[config.mk]
export PLATFORM = sky130hd
export DESIGN_NAME = adc_readout_ctrl
export DESIGN_NICKNAME = d
export VERILOG_FILES = /design/src/verilog/adc_readout_pkg.sv /design/src/verilog/result_hold.sv /design/src/verilog/adc_readout_ctrl.sv
export SDC_FILE = /design/constraint.sdc
export NUM_CORES = 1
export LEC_CHECK = 0
export ABC_AREA = 1
export BUFFER_PORTS_ARGS = -buffer_cell sky130_fd_sc_hd__buf_2
export CORE_MARGIN = 8
export CORE_UTILIZATION = 54
export CTS_BUF_LIST = sky130_fd_sc_hd__clkbuf_8
export DETAILED_ROUTE_END_ITERATION = 10
export GPL_TIMING_DRIVEN = 0
export HOLD_SLACK_MARGIN = 0.12
export PLACE_DENSITY = 0.83
export RECOVER_POWER = 50
export SLEW_MARGIN = 20
export SYNTH_ARGS = -nofsm -noshare
export SYNTH_HDL_FRONTEND = slang
export SYNTH_HIERARCHICAL = 1
export SYNTH_SLANG_ARGS = --single-unit
[constraint.sdc]
create_clock -name core_clk -period 3.7 [get_ports core_clk]
set_clock_uncertainty 0.2 [all_clocks]
set_input_delay 0.555 -clock core_clk [delete_from_list [all_inputs] [get_ports core_clk]]
set_output_delay 0.555 -clock core_clk [all_outputs]
set_load 0.05 [all_outputs]
[src/verilog/adc_readout_pkg.sv]
// Shared constants and types for the converter readout control block.
// Assumes a single 20 MHz core clock and pins that arrive asynchronously.
//
// What this block does
// - Update result register, then release busy high.
// - Old result stays readable 1.5 us after convert.
// - Convert falling starts; convert rising enables bus.
// - Conversion completes within 2.2 us.
// - New result precedes busy rising by 35 ns.
// - Convert falling during conversion aborts and resets.
// - Bus driven only when convert high, select low.
// - Result as full word or byte-selected halves.
// - Select and convert combined, level sensitive, either first.
package adc_readout_pkg;

    // Width of the conversion result and of one byte lane.
    localparam int RESULT_W = 16;
    localparam int BYTE_W = 8;

    // Core clock period.
    localparam int CLK_PERIOD_NS = 50;

    // Longest conversion time, rounded down to whole cycles.
    localparam int CONV_MAX_NS = 2200;
    localparam int CONV_MAX_CYC = CONV_MAX_NS / CLK_PERIOD_NS;

    // Least time the previous result stays valid, rounded up.
    localparam int PREV_VALID_NS = 1500;
    localparam int PREV_VALID_CYC = (PREV_VALID_NS + CLK_PERIOD_NS - 1) / CLK_PERIOD_NS;

    // Least lead of new data ahead of the busy rising edge, rounded up.
    localparam int DATA_LEAD_NS = 35;
    localparam int DATA_LEAD_CYC = (DATA_LEAD_NS + CLK_PERIOD_NS - 1) / CLK_PERIOD_NS;

    // Latency from a pin edge to the registered response (two sync stages and the state register).
    localparam int SYNC_LAT_CYC = 3;

    // Cycles spent in the converting state, so that the whole busy period fits the limit.
    localparam int CONV_CYC = CONV_MAX_CYC - SYNC_LAT_CYC - DATA_LEAD_CYC;
    localparam int CNT_W = 6;
    localparam logic [CNT_W-1:0] CONV_LAST = CNT_W'(CONV_CYC - 1);
    localparam logic [CNT_W-1:0] CNT_RESET = 6'h00;

    // Pin synchroniser bit positions and idle levels.
    localparam int PIN_SEL = 0;
    localparam int PIN_CONV = 1;
    localparam int PIN_BYTE = 2;
    localparam int PIN_N = 3;
    localparam logic [PIN_N-1:0] PIN_IDLE = 3'h3;

    // Reset value of the held result.
    localparam logic [RESULT_W-1:0] RESULT_RESET = 16'h0000;

    // Control states, Gray coded along idle, convert, done.
    typedef enum logic [1:0]
    {
        ST_IDLE = 2'b00,
        ST_CONV = 2'b01,
        ST_DONE = 2'b11
    } convState_t;

endpackage

[src/verilog/result_hold.sv]
// Result holding register with byte-lane selection for the parallel bus.
// Assumes load and lane select come from logic on the same core clock.
`timescale 1ns/100ps
`default_nettype none

module result_hold
(
    input wire logic core_clk,
    input wire logic sys_rst,
    input wire logic loadEn,
    input wire logic [adc_readout_pkg::RESULT_W-1:0] newWord,
    input wire logic laneSwap,
    output logic [adc_readout_pkg::RESULT_W-1:0] outWord
);

    // Last completed conversion result.
    logic [adc_readout_pkg::RESULT_W-1:0] holdWord_q;
    // Word to be presented from the next cycle, before lane mapping.
    logic [adc_readout_pkg::RESULT_W-1:0] wordNow;

    // A load bypasses the holding register so the bus sees the new word in the cycle after the load.
    assign wordNow = loadEn ? newWord : holdWord_q;

    // Keeps the result until the next completed conversion.
    always_ff @(posedge core_clk or posedge sys_rst)
    begin
        if (sys_rst)
        begin
            holdWord_q <= adc_readout_pkg::RESULT_RESET;
        end
        else if (loadEn)
        begin
            holdWord_q <= newWord;
        end
    end

    // Registered lane mapping: full word, or the upper byte moved to the low lanes.
    always_ff @(posedge core_clk or posedge sys_rst)
    begin
        if (sys_rst)
        begin
            outWord <= adc_readout_pkg::RESULT_RESET;
        end
        else if (laneSwap)
        begin
            outWord <= {wordNow[adc_readout_pkg::BYTE_W-1:0],
                         wordNow[adc_readout_pkg::RESULT_W-1:adc_readout_pkg::BYTE_W]};
        end
        else
        begin
            outWord <= wordNow;
        end
    end
endmodule

`default_nettype wire

[src/verilog/adc_readout_ctrl.sv]
// Conversion start, busy flag, abort and parallel result readout control.
// Assumes asynchronous select, convert and byte pins, and a convWord on core_clk
// that is final in the cycle that the conversion count ends.
`timescale 1ns/100ps
`default_nettype none

module adc_readout_ctrl
(
    input wire logic core_clk,
    input wire logic sys_rst,
    input wire logic chipSelN,
    input wire logic readConvN,
    input wire logic byteSel,
    input wire logic [adc_readout_pkg::RESULT_W-1:0] convWord,
    output logic busyN_q,
    output logic sampleHold_q,
    output logic [adc_readout_pkg::RESULT_W-1:0] result_bus,
    output logic resultBusOe_q
);

    // Pin bundle gathered for the synchroniser loop.
    logic [adc_readout_pkg::PIN_N-1:0] pinRaw;
    // First and second synchroniser stages.
    logic [adc_readout_pkg::PIN_N-1:0] sync1_q;
    logic [adc_readout_pkg::PIN_N-1:0] sync2_q;
    // Synchronised pin levels.
    logic chipSelS;
    logic readConvS;
    logic byteSelS;
    // Combined start level and its previous value for edge detection.
    logic startLvl;
    logic startLvl_q;
    // Previous convert level for the abort edge.
    logic readConvS_q;
    // Detected events.
    logic startRise;
    logic convFall;
    logic abortEv;
    logic loadEn;
    // Control state and conversion counter.
    adc_readout_pkg::convState_t state_q;
    adc_readout_pkg::convState_t state_d;
    logic [adc_readout_pkg::CNT_W-1:0] convCnt_q;
    // Bus enable level at the pins and cycles spent with busy low, used only by checks.
    logic busEnPin;
    logic [adc_readout_pkg::CNT_W-1:0] busyLowCnt_q;

    assign pinRaw = {byteSel, readConvN, chipSelN};

    // Two flip-flops per pin before any logic looks at it.
    genvar gi;
    generate
        for (gi = 0; gi < adc_readout_pkg::PIN_N; gi++)
        begin : g_sync
            always_ff @(posedge core_clk or posedge sys_rst)
            begin
                if (sys_rst)
                begin
                    sync1_q[gi] <= adc_readout_pkg::PIN_IDLE[gi];
                    sync2_q[gi] <= adc_readout_pkg::PIN_IDLE[gi];
                end
                else
                begin
                    sync1_q[gi] <= pinRaw[gi];
                    sync2_q[gi] <= sync1_q[gi];
                end
            end
        end
    endgenerate

    assign chipSelS = sync2_q[adc_readout_pkg::PIN_SEL];
    assign readConvS = sync2_q[adc_readout_pkg::PIN_CONV];
    assign byteSelS = sync2_q[adc_readout_pkg::PIN_BYTE];

    // Select and convert act together as levels; whichever falls last starts a conversion.
    assign startLvl = !chipSelS && !readConvS;

    // Edge stage for the start level and the convert line.
    always_ff @(posedge core_clk or posedge sys_rst)
    begin
        if (sys_rst)
        begin
            startLvl_q <= 1'b0;
            readConvS_q <= 1'b1;
        end
        else
        begin
            startLvl_q <= startLvl;
            readConvS_q <= readConvS;
        end
    end

    // A start needs the combined level to rise, so a line left low after an abort starts nothing.
    assign startRise = startLvl && !startLvl_q;
    assign convFall = !readConvS && readConvS_q;

    // A new convert edge while converting halts the conversion, whatever the select line does.
    assign abortEv = (state_q == adc_readout_pkg::ST_CONV) && (convFall || startRise);

    // The result is taken on the last counted cycle of an uninterrupted conversion.
    assign loadEn = (state_q == adc_readout_pkg::ST_CONV) && !abortEv
                    && (convCnt_q == adc_readout_pkg::CONV_LAST);

    // Next state: idle waits for a start, convert counts or aborts, done hands back to idle.
    always_comb
    begin
        state_d = state_q;
        unique case (state_q)
            adc_readout_pkg::ST_IDLE:
            begin
                // A rising start level begins conversion.
                if (startRise)
                begin
                    state_d = adc_readout_pkg::ST_CONV;
                end
            end
            adc_readout_pkg::ST_CONV:
            begin
                // Abort resets the converter; a finished count goes to done.
                if (abortEv)
                begin
                    state_d = adc_readout_pkg::ST_IDLE;
                end
                else if (loadEn)
                begin
                    state_d = adc_readout_pkg::ST_DONE;
                end
            end
            adc_readout_pkg::ST_DONE:
            begin
                // One cycle with the new data out and busy still low.
                state_d = adc_readout_pkg::ST_IDLE;
            end
            default:
            begin
                state_d = adc_readout_pkg::ST_IDLE;
            end
        endcase
    end

    // State register.
    always_ff @(posedge core_clk or posedge sys_rst)
    begin
        if (sys_rst)
        begin
            state_q <= adc_readout_pkg::ST_IDLE;
        end
        else
        begin
            state_q <= state_d;
        end
    end

    // Conversion counter, cleared whenever the block is not converting.
    always_ff @(posedge core_clk or posedge sys_rst)
    begin
        if (sys_rst)
        begin
            convCnt_q <= adc_readout_pkg::CNT_RESET;
        end
        else if (state_d == adc_readout_pkg::ST_CONV && state_q == adc_readout_pkg::ST_CONV)
        begin
            convCnt_q <= convCnt_q + 6'h01;
        end
        else
        begin
            convCnt_q <= adc_readout_pkg::CNT_RESET;
        end
    end

    // Busy is low while converting and for the data lead cycle; it rises after the result update.
    always_ff @(posedge core_clk or posedge sys_rst)
    begin
        if (sys_rst)
        begin
            busyN_q <= 1'b1;
        end
        else
        begin
            busyN_q <= (state_d == adc_readout_pkg::ST_IDLE);
        end
    end

    // Sample and hold sits in hold for the whole conversion.
    always_ff @(posedge core_clk or posedge sys_rst)
    begin
        if (sys_rst)
        begin
            sampleHold_q <= 1'b0;
        end
        else
        begin
            sampleHold_q <= (state_d == adc_readout_pkg::ST_CONV);
        end
    end

    // The bus is driven only with convert high and select low, otherwise it floats.
    always_ff @(posedge core_clk or posedge sys_rst)
    begin
        if (sys_rst)
        begin
            resultBusOe_q <= 1'b0;
        end
        else
        begin
            resultBusOe_q <= !chipSelS && readConvS;
        end
    end

    // The previous result stays in the holding register until the load, past the valid window.
    result_hold u_hold
    (
        .core_clk(core_clk),
        .sys_rst(sys_rst),
        .loadEn(loadEn),
        .newWord(convWord),
        .laneSwap(byteSelS),
        .outWord(result_bus)
    );

    assign busEnPin = !chipSelN && readConvN;

    // Counts cycles with busy low, so the valid-window check needs no long repetition.
    always_ff @(posedge core_clk or posedge sys_rst)
    begin
        if (sys_rst)
        begin
            busyLowCnt_q <= adc_readout_pkg::CNT_RESET;
        end
        else
        begin
            busyLowCnt_q <= busyN_q ? adc_readout_pkg::CNT_RESET : busyLowCnt_q + 6'h01;
        end
    end
endmodule

`default_nettype wire

==> flow_summary.ini, run 1 <==
[power]
powerDensity_mw_per_mm2 = 370
ir_drop_mv = 0.179
leakagePower_nw = 1.52

[clock_tree]
post_cts_buffers = 0
cts_made_buffers = 5
cts.sinks = 51
clk-insertion-delay-late_ns = 0.30
post_cts_resized = 0
htreeDepth = 2
clockBufferDepth = 2
path_clk_slew_ns = 0.09
hold_buffers = 0
cts-root-buf = clkbuf_8
cts_tree = yes

[finish]
utilization = 0.650
drive_gt1_frac = 0.264
finalNonFillerCells = 338
design_area_mm2 = 0.00262
synthToLayoutAreaGrowth_pct = 14.8
nets = 309
num_antenna_cells = 0

[logic_synthesis]
syn_area_mm2 = 0.00228
synth.distinct_cells = 26
avgSynthCellArea_um2 = 9.47
synth_top_area_cell = dfrtp_1
synthCells = 241
seq_area_frac_synth = 0.563
synth_ff_type = dfrtp_1
postSynthNetCount = 263
yosysWarnings = 6
synth_edf_count = 0
synth_top_area_share = 0.493
synth_area_leaders = dfrtp_1 (49%), inv_1 (7.9%), nand3_1 (7.7%)
synth-seq-cells = 51
async_flop_share = 1.00

[timing]
finalSetupViolations = 0
min_period_ns = 2.02
tightest_slew_ns = 1.16
fin_setup_tns_ns = 0
rsz0062_at_grt = false
slew_violations = 0
fin_crit_sh = 0.546
slew_headroom = 0.227
fmax_mhz = 495
finalHoldViolCount = 0

[route]
vias = 1584
wl_um = 4470
route.detailed.drc = 0
viasPerCell = 4.69
first_pass_iters = 4
avgRoutedWirePerCell_um = 13.2
ant_nets = 0
initialDrtViolationCount = 66

[floorplan]
io_pins = 40
num_rows = 23
start_util = 0.566
die_area_mm2 = 0.00656
fp.dieH_um = 81.0
die_x_um = 81.0
core-area_mm2 = 0.00403

[grt]
grt_max_degree = 33
grt.overflow.total = 0
use_met2 = 0.243
antenna_found_initial = 0
grt.total_usage = 0.147
use_met1 = 0.173
grt.busiest_layer = met2
grtUsageMet3 = 0.0442
grt_pass1_wl_um = 7380
grt_pass1_vias = 1656

[critical_path]
crit_slowest_cell = dfrtp_1
critPathLaunchType = flip-flop
rr_worst_depth = 12
crit_type = reg2reg
path_cells = ha_1 > nand2_1 > inv_1 > nand3_2 > inv_1 > nand2_1 > inv_1 > buf_6 > inv_8 > buf_12 > nand2_4 > and2_1
crit_start = convCnt_q[0]
cp-end-kind = flip-flop
r2r_setup_slack_ns = 1.68
crit_path_max_incr_delay_ns = 0.42
timing.rr.start = convCnt_q[0]
crit_end = u_hold/holdWord_q[12]
crit_top_cell = inv_1
crit_path_max_fanout = 10
r2r-end = u_hold/holdWord_q[12]
arrival_ns = 2.02
required_ns = 3.69

[worst_hold_path]
hold_path_class = in2reg

[run_status]
outcome = finished, final reports clean

[placed_design]
dpl_cell_area_mm2 = 0.00254
placed_cells = 330
place_congestion = 0.779
portBuffers = 39
hpwl_um = 3230

[run]
max-cap-violations = 0
[state kept, by name, summed over array words and instances (netlist names)]
signal	flops
u_hold/holdWord_q	16
u_hold/outWord	16
convCnt_q	6
sync1_q	3
state_q	2
busyN_q	1
byteSelS	1
chipSelS	1
readConvS	1
readConvS_q	1
resultBusOe_q	1
sampleHold_q	1
startLvl_q	1
[worst max-delay path: cells and delay by family, from the launching register on]
kind	cells	cell delay (ns)
buf+inv	6	0.55
fa+ha+maj	1	0.23
flops	1	0.42
simple gates	5	0.51
[cells in the final DEF (no fill, tap or decap), types with 2 or more instances in the layout]
master | Yosys | final
clkbuf_8 | 0 | 5
nor2_1 | 13 | 14
and2_1 | 16 | 16
xnor2_1 | 2 | 2
buf_6 | 2 | 2
nand3_1 | 35 | 35
dfrtp_1 | 45 | 45
clkinvlp_4 | 0 | 2
buf_4 | 2 | 2
buf_2 | 1 | 39
dfstp_2 | 6 | 5
nand2_1 | 46 | 46
inv_1 | 48 | 48
nand2_4 | 11 | 11
[metrics by stage]
stage          power (mW)  setup WS, ns  hold WS [ns]
6_report            0.969          1.68         0.139
5_1_grt              1.01          1.54         0.122
4_1_cts             0.978          1.67         0.128
3_5_place_dp        0.666          1.72         0.135
3_3_place_gp        0.663          1.78         0.134
2_1_floorplan       0.640          1.91         0.131
[cells in the mapped netlist (2+ instances only)]
cell type,instances
nand3_1,35
buf_6,2
nand2_4,11
dfstp_2,6
nor2_1,13
inv_1,48
xnor2_1,2
and2_1,16
nand2_1,46
buf_4,2
dfrtp_1,45
[worst min-delay path by stage]
stage	from	end	slack, ns	cells past startpoint
after global routing	readConvN	sync1_q[1]	0.12	1
after CTS	readConvN	sync1_q[1]	0.13	1
after detailed placement	sync1_q[2]	byteSelS	0.13	0
after floorplan	sync1_q[2]	byteSelS	0.13	0
final	readConvN	sync1_q[1]	0.14	1
after global placement	sync1_q[2]	byteSelS	0.13	0
[area by class of cell]
cell class / instances / area (um^2)
fillers: 322 / 1410
flip-flops and latches: 51 / 1280
multi-input cells: 132 / 723
inverters: 52 / 205
repair buffers: 39 / 194
clock buffers: 5 / 68.8
plain buffers: 6 / 62.6
well taps: 50 / 62.6
clock inverters: 3 / 20.0
[routing by layer]
metal / share of wire / up-vias
met5: 0 / -
li1: - / 808
met3: 0.073 / 2
met2: 0.50 / 40
met1: 0.41 / 734
met4: 0.011 / 0
[kinds of logic after synthesis]
family,count (synthesis),synth area share
AND/OR/NAND/NOR,126,0.292
adder cells (fa/ha/maj),1,0.00548
flip-flops,51,0.562
XOR/XNOR,3,0.0115
buffers and inverters,58,0.117
AO/OA/AOI/OAI,2,0.0110
[report_power, final]
part	total (mW)	switching, mW	internal [mW]
combinational	0.0752	0.0537	0.0215
clock	0.316	0.185	0.132
sequential	0.577	0.00541	0.572
No activity file was read; power rests on OpenSTA's default activity.
==> run 2, diff against run 1 <==
Settings changed: CORE_UTILIZATION 54 to 52, PLACE_DENSITY 0.83 to 0.84.
Clock period 3.7 ns to 1.85 ns, I/O delays scaled along.
==> run 2 against run 1 <==
  * The flow now finishes with violations (setup timing)
  * Non-clock buffer count grew 24
  * Critical endpoint is now u_hold/outWord[12]
  * Sequential share of layout area down 8.1 points
  * Critical path depth did not move
  * Largest cell class unchanged
  * Die area up 3.1%
==> flow_summary.ini, run 2 (synthesized netlist as in run 1, its figures left out) <==
[clock_tree]
clockBufferDepth = 2
path_clk_slew_ns = 0.10
htreeDepth = 2
cts.sinks = 51
cts_tree = yes
cts-root-buf = clkbuf_8
cts_made_buffers = 5
clk-insertion-delay-late_ns = 0.31

[timing]
rsz0062_at_grt = true
fin_setup_tns_ns = -1.90
fmax_mhz = 508
worst_hold_slack_ns = 0.129
fin_crit_sh = 1.06
slew_headroom = 0.532
min_period_ns = 1.97
slew_violations = 0
finalHoldViolCount = 0
worst_slack_ns = -0.118
tightest_slew_ns = 0.702
finalSetupViolations = 31

[placed_design]
hpwl_um = 3020
place_congestion = 0.734
dpl_cell_area_mm2 = 0.00254
portBuffers = 39

[route]
ant_nets = 0
vias = 1844
first_pass_iters = 7
wl_um = 5920
route.detailed.drc = 0
viasPerCell = 5.07
initialDrtViolationCount = 158
avgRoutedWirePerCell_um = 16.3

[critical_path]
cp-end-kind = flip-flop
r2r-end = u_hold/outWord[12]
crit_path_max_fanout = 8
r2r_setup_slack_ns = -0.12
critPathLaunchType = flip-flop
rr_worst_depth = 12
crit_slowest_cell = dfstp_2
arrival_ns = 2.01
path_cells = inv_2 > nand2_2 > nand2_2 > nor2_2 > nand2_2 > inv_2 > buf_8 > clkinv_8 > buf_12 > nand2_4 > nand3_1 > nand2_1
path_delay_family = flip-flops
required_ns = 1.90
cp_num_buf_inv = 5
cp.depth = 12
crit_type = reg2reg
crit_path_max_incr_delay_ns = 0.60
crit_end = u_hold/outWord[12]
timing.rr.start = readConvS
crit_start = readConvS
crit_top_cell = nand2_2

[floorplan]
num_rows = 24
die_area_mm2 = 0.00677
fp.dieH_um = 82.3
die_x_um = 82.3
core-area_mm2 = 0.00429
start_util = 0.531
io_pins = 40

[finish]
drive_gt1_frac = 0.433
design_area_mm2 = 0.00314
num_antenna_cells = 0
synthToLayoutAreaGrowth_pct = 37.4
fillers = 265
nets = 333
mostFrequentLayoutCells = inv_1 (45), dfrtp_1 (45), buf_2 (40)
utilization = 0.730
reg_top3 = u_hold/holdWord_q x16, u_hold/outWord x16, convCnt_q x6

[run]
max-cap-violations = 0

[power]
ir_drop_mv = 0.421
internal-power_mw = 1.76
powerDensity_mw_per_mm2 = 729
leakagePower_nw = 1.71
clockPowerShare = 0.398
combPwrFrac = 0.095
power_switching_share = 0.230
switchingPower_mw = 0.525
seq_power_share = 0.506

[grt]
antenna_found_initial = 0
grt_pass1_vias = 1782
grt_max_degree = 33
grt.total_usage = 0.158
grt.overflow.total = 0
grt_pass1_wl_um = 8140

[run_status]
outcome = finished, violations left
violations = setup timing

[worst_hold_path]
hold_path_class = in2reg
-- run 2: final cells by class --
type / count / area (um^2) / area share
buffer: 6 / 70.1 / 0.0223
tap: 52 / 65.1 / 0.0207
timing repair buffer: 63 / 449 / 0.143
inverter: 52 / 210 / 0.0670
clock inverter: 3 / 67.6 / 0.0215
clock buffer: 5 / 68.8 / 0.0219
sequential: 51 / 1280 / 0.409
multi-input combinational: 132 / 922 / 0.294
-- run 2: timing repair --
item	in CTS	in global routing
setup buffers	11	0
hold buffers	13	0
gates resized for setup	9	47
pin swaps	7	16
hold endpoints to repair	64	0
cloned	1	1
endpoints found under the setup margin	23	35
-- run 2: power by group through the flow --
stage	clock network [mW]	registers (mW)	logic [mW]
floorplan	0	1.21	0.0748
global placement	0	1.18	0.149
detailed placement	0	1.18	0.153
CTS	0.918	1.16	0.195
global route	0.972	1.16	0.236
finish	0.911	1.16	0.218
-- run 2: routing by layer --
| layer | up-vias | track usage | share of wire |
|---|---|---|---|
| met4 | 0 | 0.0772 | 0.025 |
| met2 | 80 | 0.262 | 0.52 |
| met3 | 20 | 0.0346 | 0.062 |
| met5 | - | 0 | 0 |
| li1 | 856 | - | - |
| met1 | 888 | 0.190 | 0.39 |
-- run 2: worst min-delay path by stage --
stage                start                    to  slack, ns  depth (start not counted)
6_report       convWord[2]     u_hold/outWord[2]       0.13                          5
3_3_place_gp    sync1_q[2]              byteSelS       0.13                          0
5_1_grt        convWord[2]  u_hold/holdWord_q[2]       0.14                          4
4_1_cts        convWord[4]  u_hold/holdWord_q[4]       0.13                          4
2_1_floorplan      sys_rst              byteSelS       0.02                          1
3_5_place_dp    sync1_q[2]              byteSelS       0.15                          0
-- run 2: per-stage QoR --
step | cells | total power, mW | setup WS [ns]
5_1_grt | 364 | 2.37 | -0.229
3_5_place_dp | 332 | 1.33 | -0.111
3_3_place_gp | 332 | 1.33 | -0.0580
6_report | 364 | 2.29 | -0.118
4_1_cts | 365 | 2.27 | 0.00422
2_1_floorplan | 241 | 1.28 | 0.0580
-- run 2: worst register-to-register path, delay by kind of cell, from the launching register on --
kind	cells	cell delay, ns
buffers and inverters	5	0.50
DFF	1	0.60
and+or+nand+nor	7	0.61
==> run 3, diff against run 2 <==
Settings changed: REMOVE_ABC_BUFFERS from default to 1.
==> run 3 against run 2 <==
  * The flow still finishes with violations (setup timing)
  * Critical path depth decreased by 1
  * Sequential power is essentially flat
  * Final area is 2.6% higher
  * Count of clock-buffer cells in the layout did not move
  * Hold slack got worse by 0.014 ns
  * Non-clock buffer count grew 14
  * Clock power is 17% lower
  * Critical path type unchanged
==> flow_summary.ini, run 3 (synthesized netlist as in run 1, its figures left out) <==
[run_status]
outcome = finished, violations left
violations = setup timing

[route]
first_pass_iters = 4
route.detailed.drc = 0
ant_nets = 0
vias = 1973
viasPerCell = 5.21
avgRoutedWirePerCell_um = 17.2
wl_um = 6540
initialDrtViolationCount = 156

[grt]
grt_max_degree = 33
grt.total_usage = 0.193
grt.overflow.total = 0
antenna_found_initial = 0
grt_pass1_wl_um = 9940
grt_pass1_vias = 2015

[power]
combPwrFrac = 0.107
leakagePower_nw = 1.81
power_switching_share = 0.242
seq_power_share = 0.542
ir_drop_mv = 0.608
switchingPower_mw = 0.522
powerDensity_mw_per_mm2 = 669
clockPowerShare = 0.351
internal-power_mw = 1.63

[placed_design]
place_congestion = 0.796
dpl_cell_area_mm2 = 0.00248
placed_cells = 326
hpwl_um = 2940
portBuffers = 39
dp_slack_ns = -0.469

[floorplan]
start_util = 0.531
num_rows = 24
die_area_mm2 = 0.00677
fp.dieH_um = 82.3
die_x_um = 82.3
core-area_mm2 = 0.00429
io_pins = 40

[critical_path]
crit_path_max_fanout = 8
critPathLaunchType = flip-flop
crit_type = reg2reg
arrival_ns = 1.99
cp-end-kind = flip-flop
r2r_setup_slack_ns = -0.14
required_ns = 1.85

[finish]
drive_gt1_frac = 0.477
synthToLayoutAreaGrowth_pct = 41.0
finalNonFillerCells = 379
utilization = 0.749
nets = 348
reg_top3 = u_hold/holdWord_q x16, u_hold/outWord x16, convCnt_q x6
mostFrequentLayoutCells = inv_1 (45), dfrtp_1 (45), buf_2 (39)
num_antenna_cells = 0
design_area_mm2 = 0.00322

[timing]
fin_crit_sh = 1.07
rsz0062_at_grt = true
worst_slack_ns = -0.137
min_period_ns = 1.99
tightest_slew_ns = 0.801
slew_violations = 0
finalSetupViolations = 32
fmax_mhz = 503
finalHoldViolCount = 0
slew_headroom = 0.466

[clock_tree]
cts_tree = yes
path_clk_slew_ns = 0.09
clockBufferDepth = 2
cts-root-buf = clkbuf_8
cts_made_buffers = 5
clk-insertion-delay-late_ns = 0.31
htreeDepth = 2
cts.sinks = 51

[run]
max-cap-violations = 0

[worst_hold_path]
hold_path_class = in2reg
## run 3: changes by cell type in the layout (fill, tap and decap cells not counted), sizes merged
cell	delta
buf	+13
inv	+3
dlygate4sd3	+2
bufinv	-1
clkbuf	-1
clkinv	-1
## run 3: power by group through the flow
stage	clock (mW)	sequential, mW	combinational, mW
finish	0.756	1.17	0.230
CTS	0.756	1.16	0.207
global placement	0	1.18	0.137
floorplan	0	1.21	0.0666
global route	0.817	1.17	0.248
detailed placement	0	1.18	0.142
## run 3: path summary, 6_finish.rpt
path                                         end  cells past startpoint          from
max reg2reg                u_hold/holdWord_q[14]                     11  convCnt_q[1]
max                        u_hold/holdWord_q[14]                     11  convCnt_q[1]
min                        u_hold/holdWord_q[11]                      4  convWord[11]
min reg2reg                             chipSelS                      0    sync1_q[0]
min in group asynchronous   u_hold/holdWord_q[1]                      3       sys_rst
max in group asynchronous             sync1_q[2]                      3       sys_rst
## run 3: layout make-up
class | count | area (um^2)
well taps | 52 | 65.1
repair buffers | 83 | 596
flip-flops and latches | 51 | 1280
clock buffers | 5 | 68.8
clock inverters | 3 | 37.5
inverters | 52 | 210
repair inverters | 1 | 16.3
fillers | 256 | 1080
multi-input cells | 132 | 940
## run 3: per-layer routing
layer | global-route usage | up-vias | wire length [um] | share of wire
met2 | 0.325 | 87 | 3250 | 0.50
li1 | - | 885 | - | -
met5 | 0 | - | 0 | 0
met1 | 0.237 | 981 | 2640 | 0.40
met3 | 0.0444 | 20 | 418 | 0.064
met4 | 0.0684 | 0 | 229 | 0.035
## run 3: worst max-delay path, cell delays in order (launching register included)
cell	delay (ns)
dfrtp_1	0.41
ha_2	0.21
nand2_2	0.08
inv_2	0.04
nand3_2	0.07
inv_2	0.04
nand2_2	0.09
clkinvlp_4	0.20
buf_6	0.20
inv_12	0.10
nand2_4	0.08
and2_4	0.16
## run 3: stage by stage
step,setup TNS (ns),power [mW],hold WS [ns]
after floorplan,-1.43,1.28,0.0242
after global routing,-4.67,2.24,0.131
after global placement,-10.32,1.32,0.135
final,-3.30,2.15,0.116
after CTS,-0.00112,2.13,0.123
after detailed placement,-13.41,1.33,0.142
## run 3: repair_timing
item,CTS,global route
setup endpoints to repair,32,38
gates cloned,2,0
pin swaps,18,17
buffers inserted,28,1
endpoints found under the hold margin,63,0
resized for setup,40,35
hold buffers,15,0
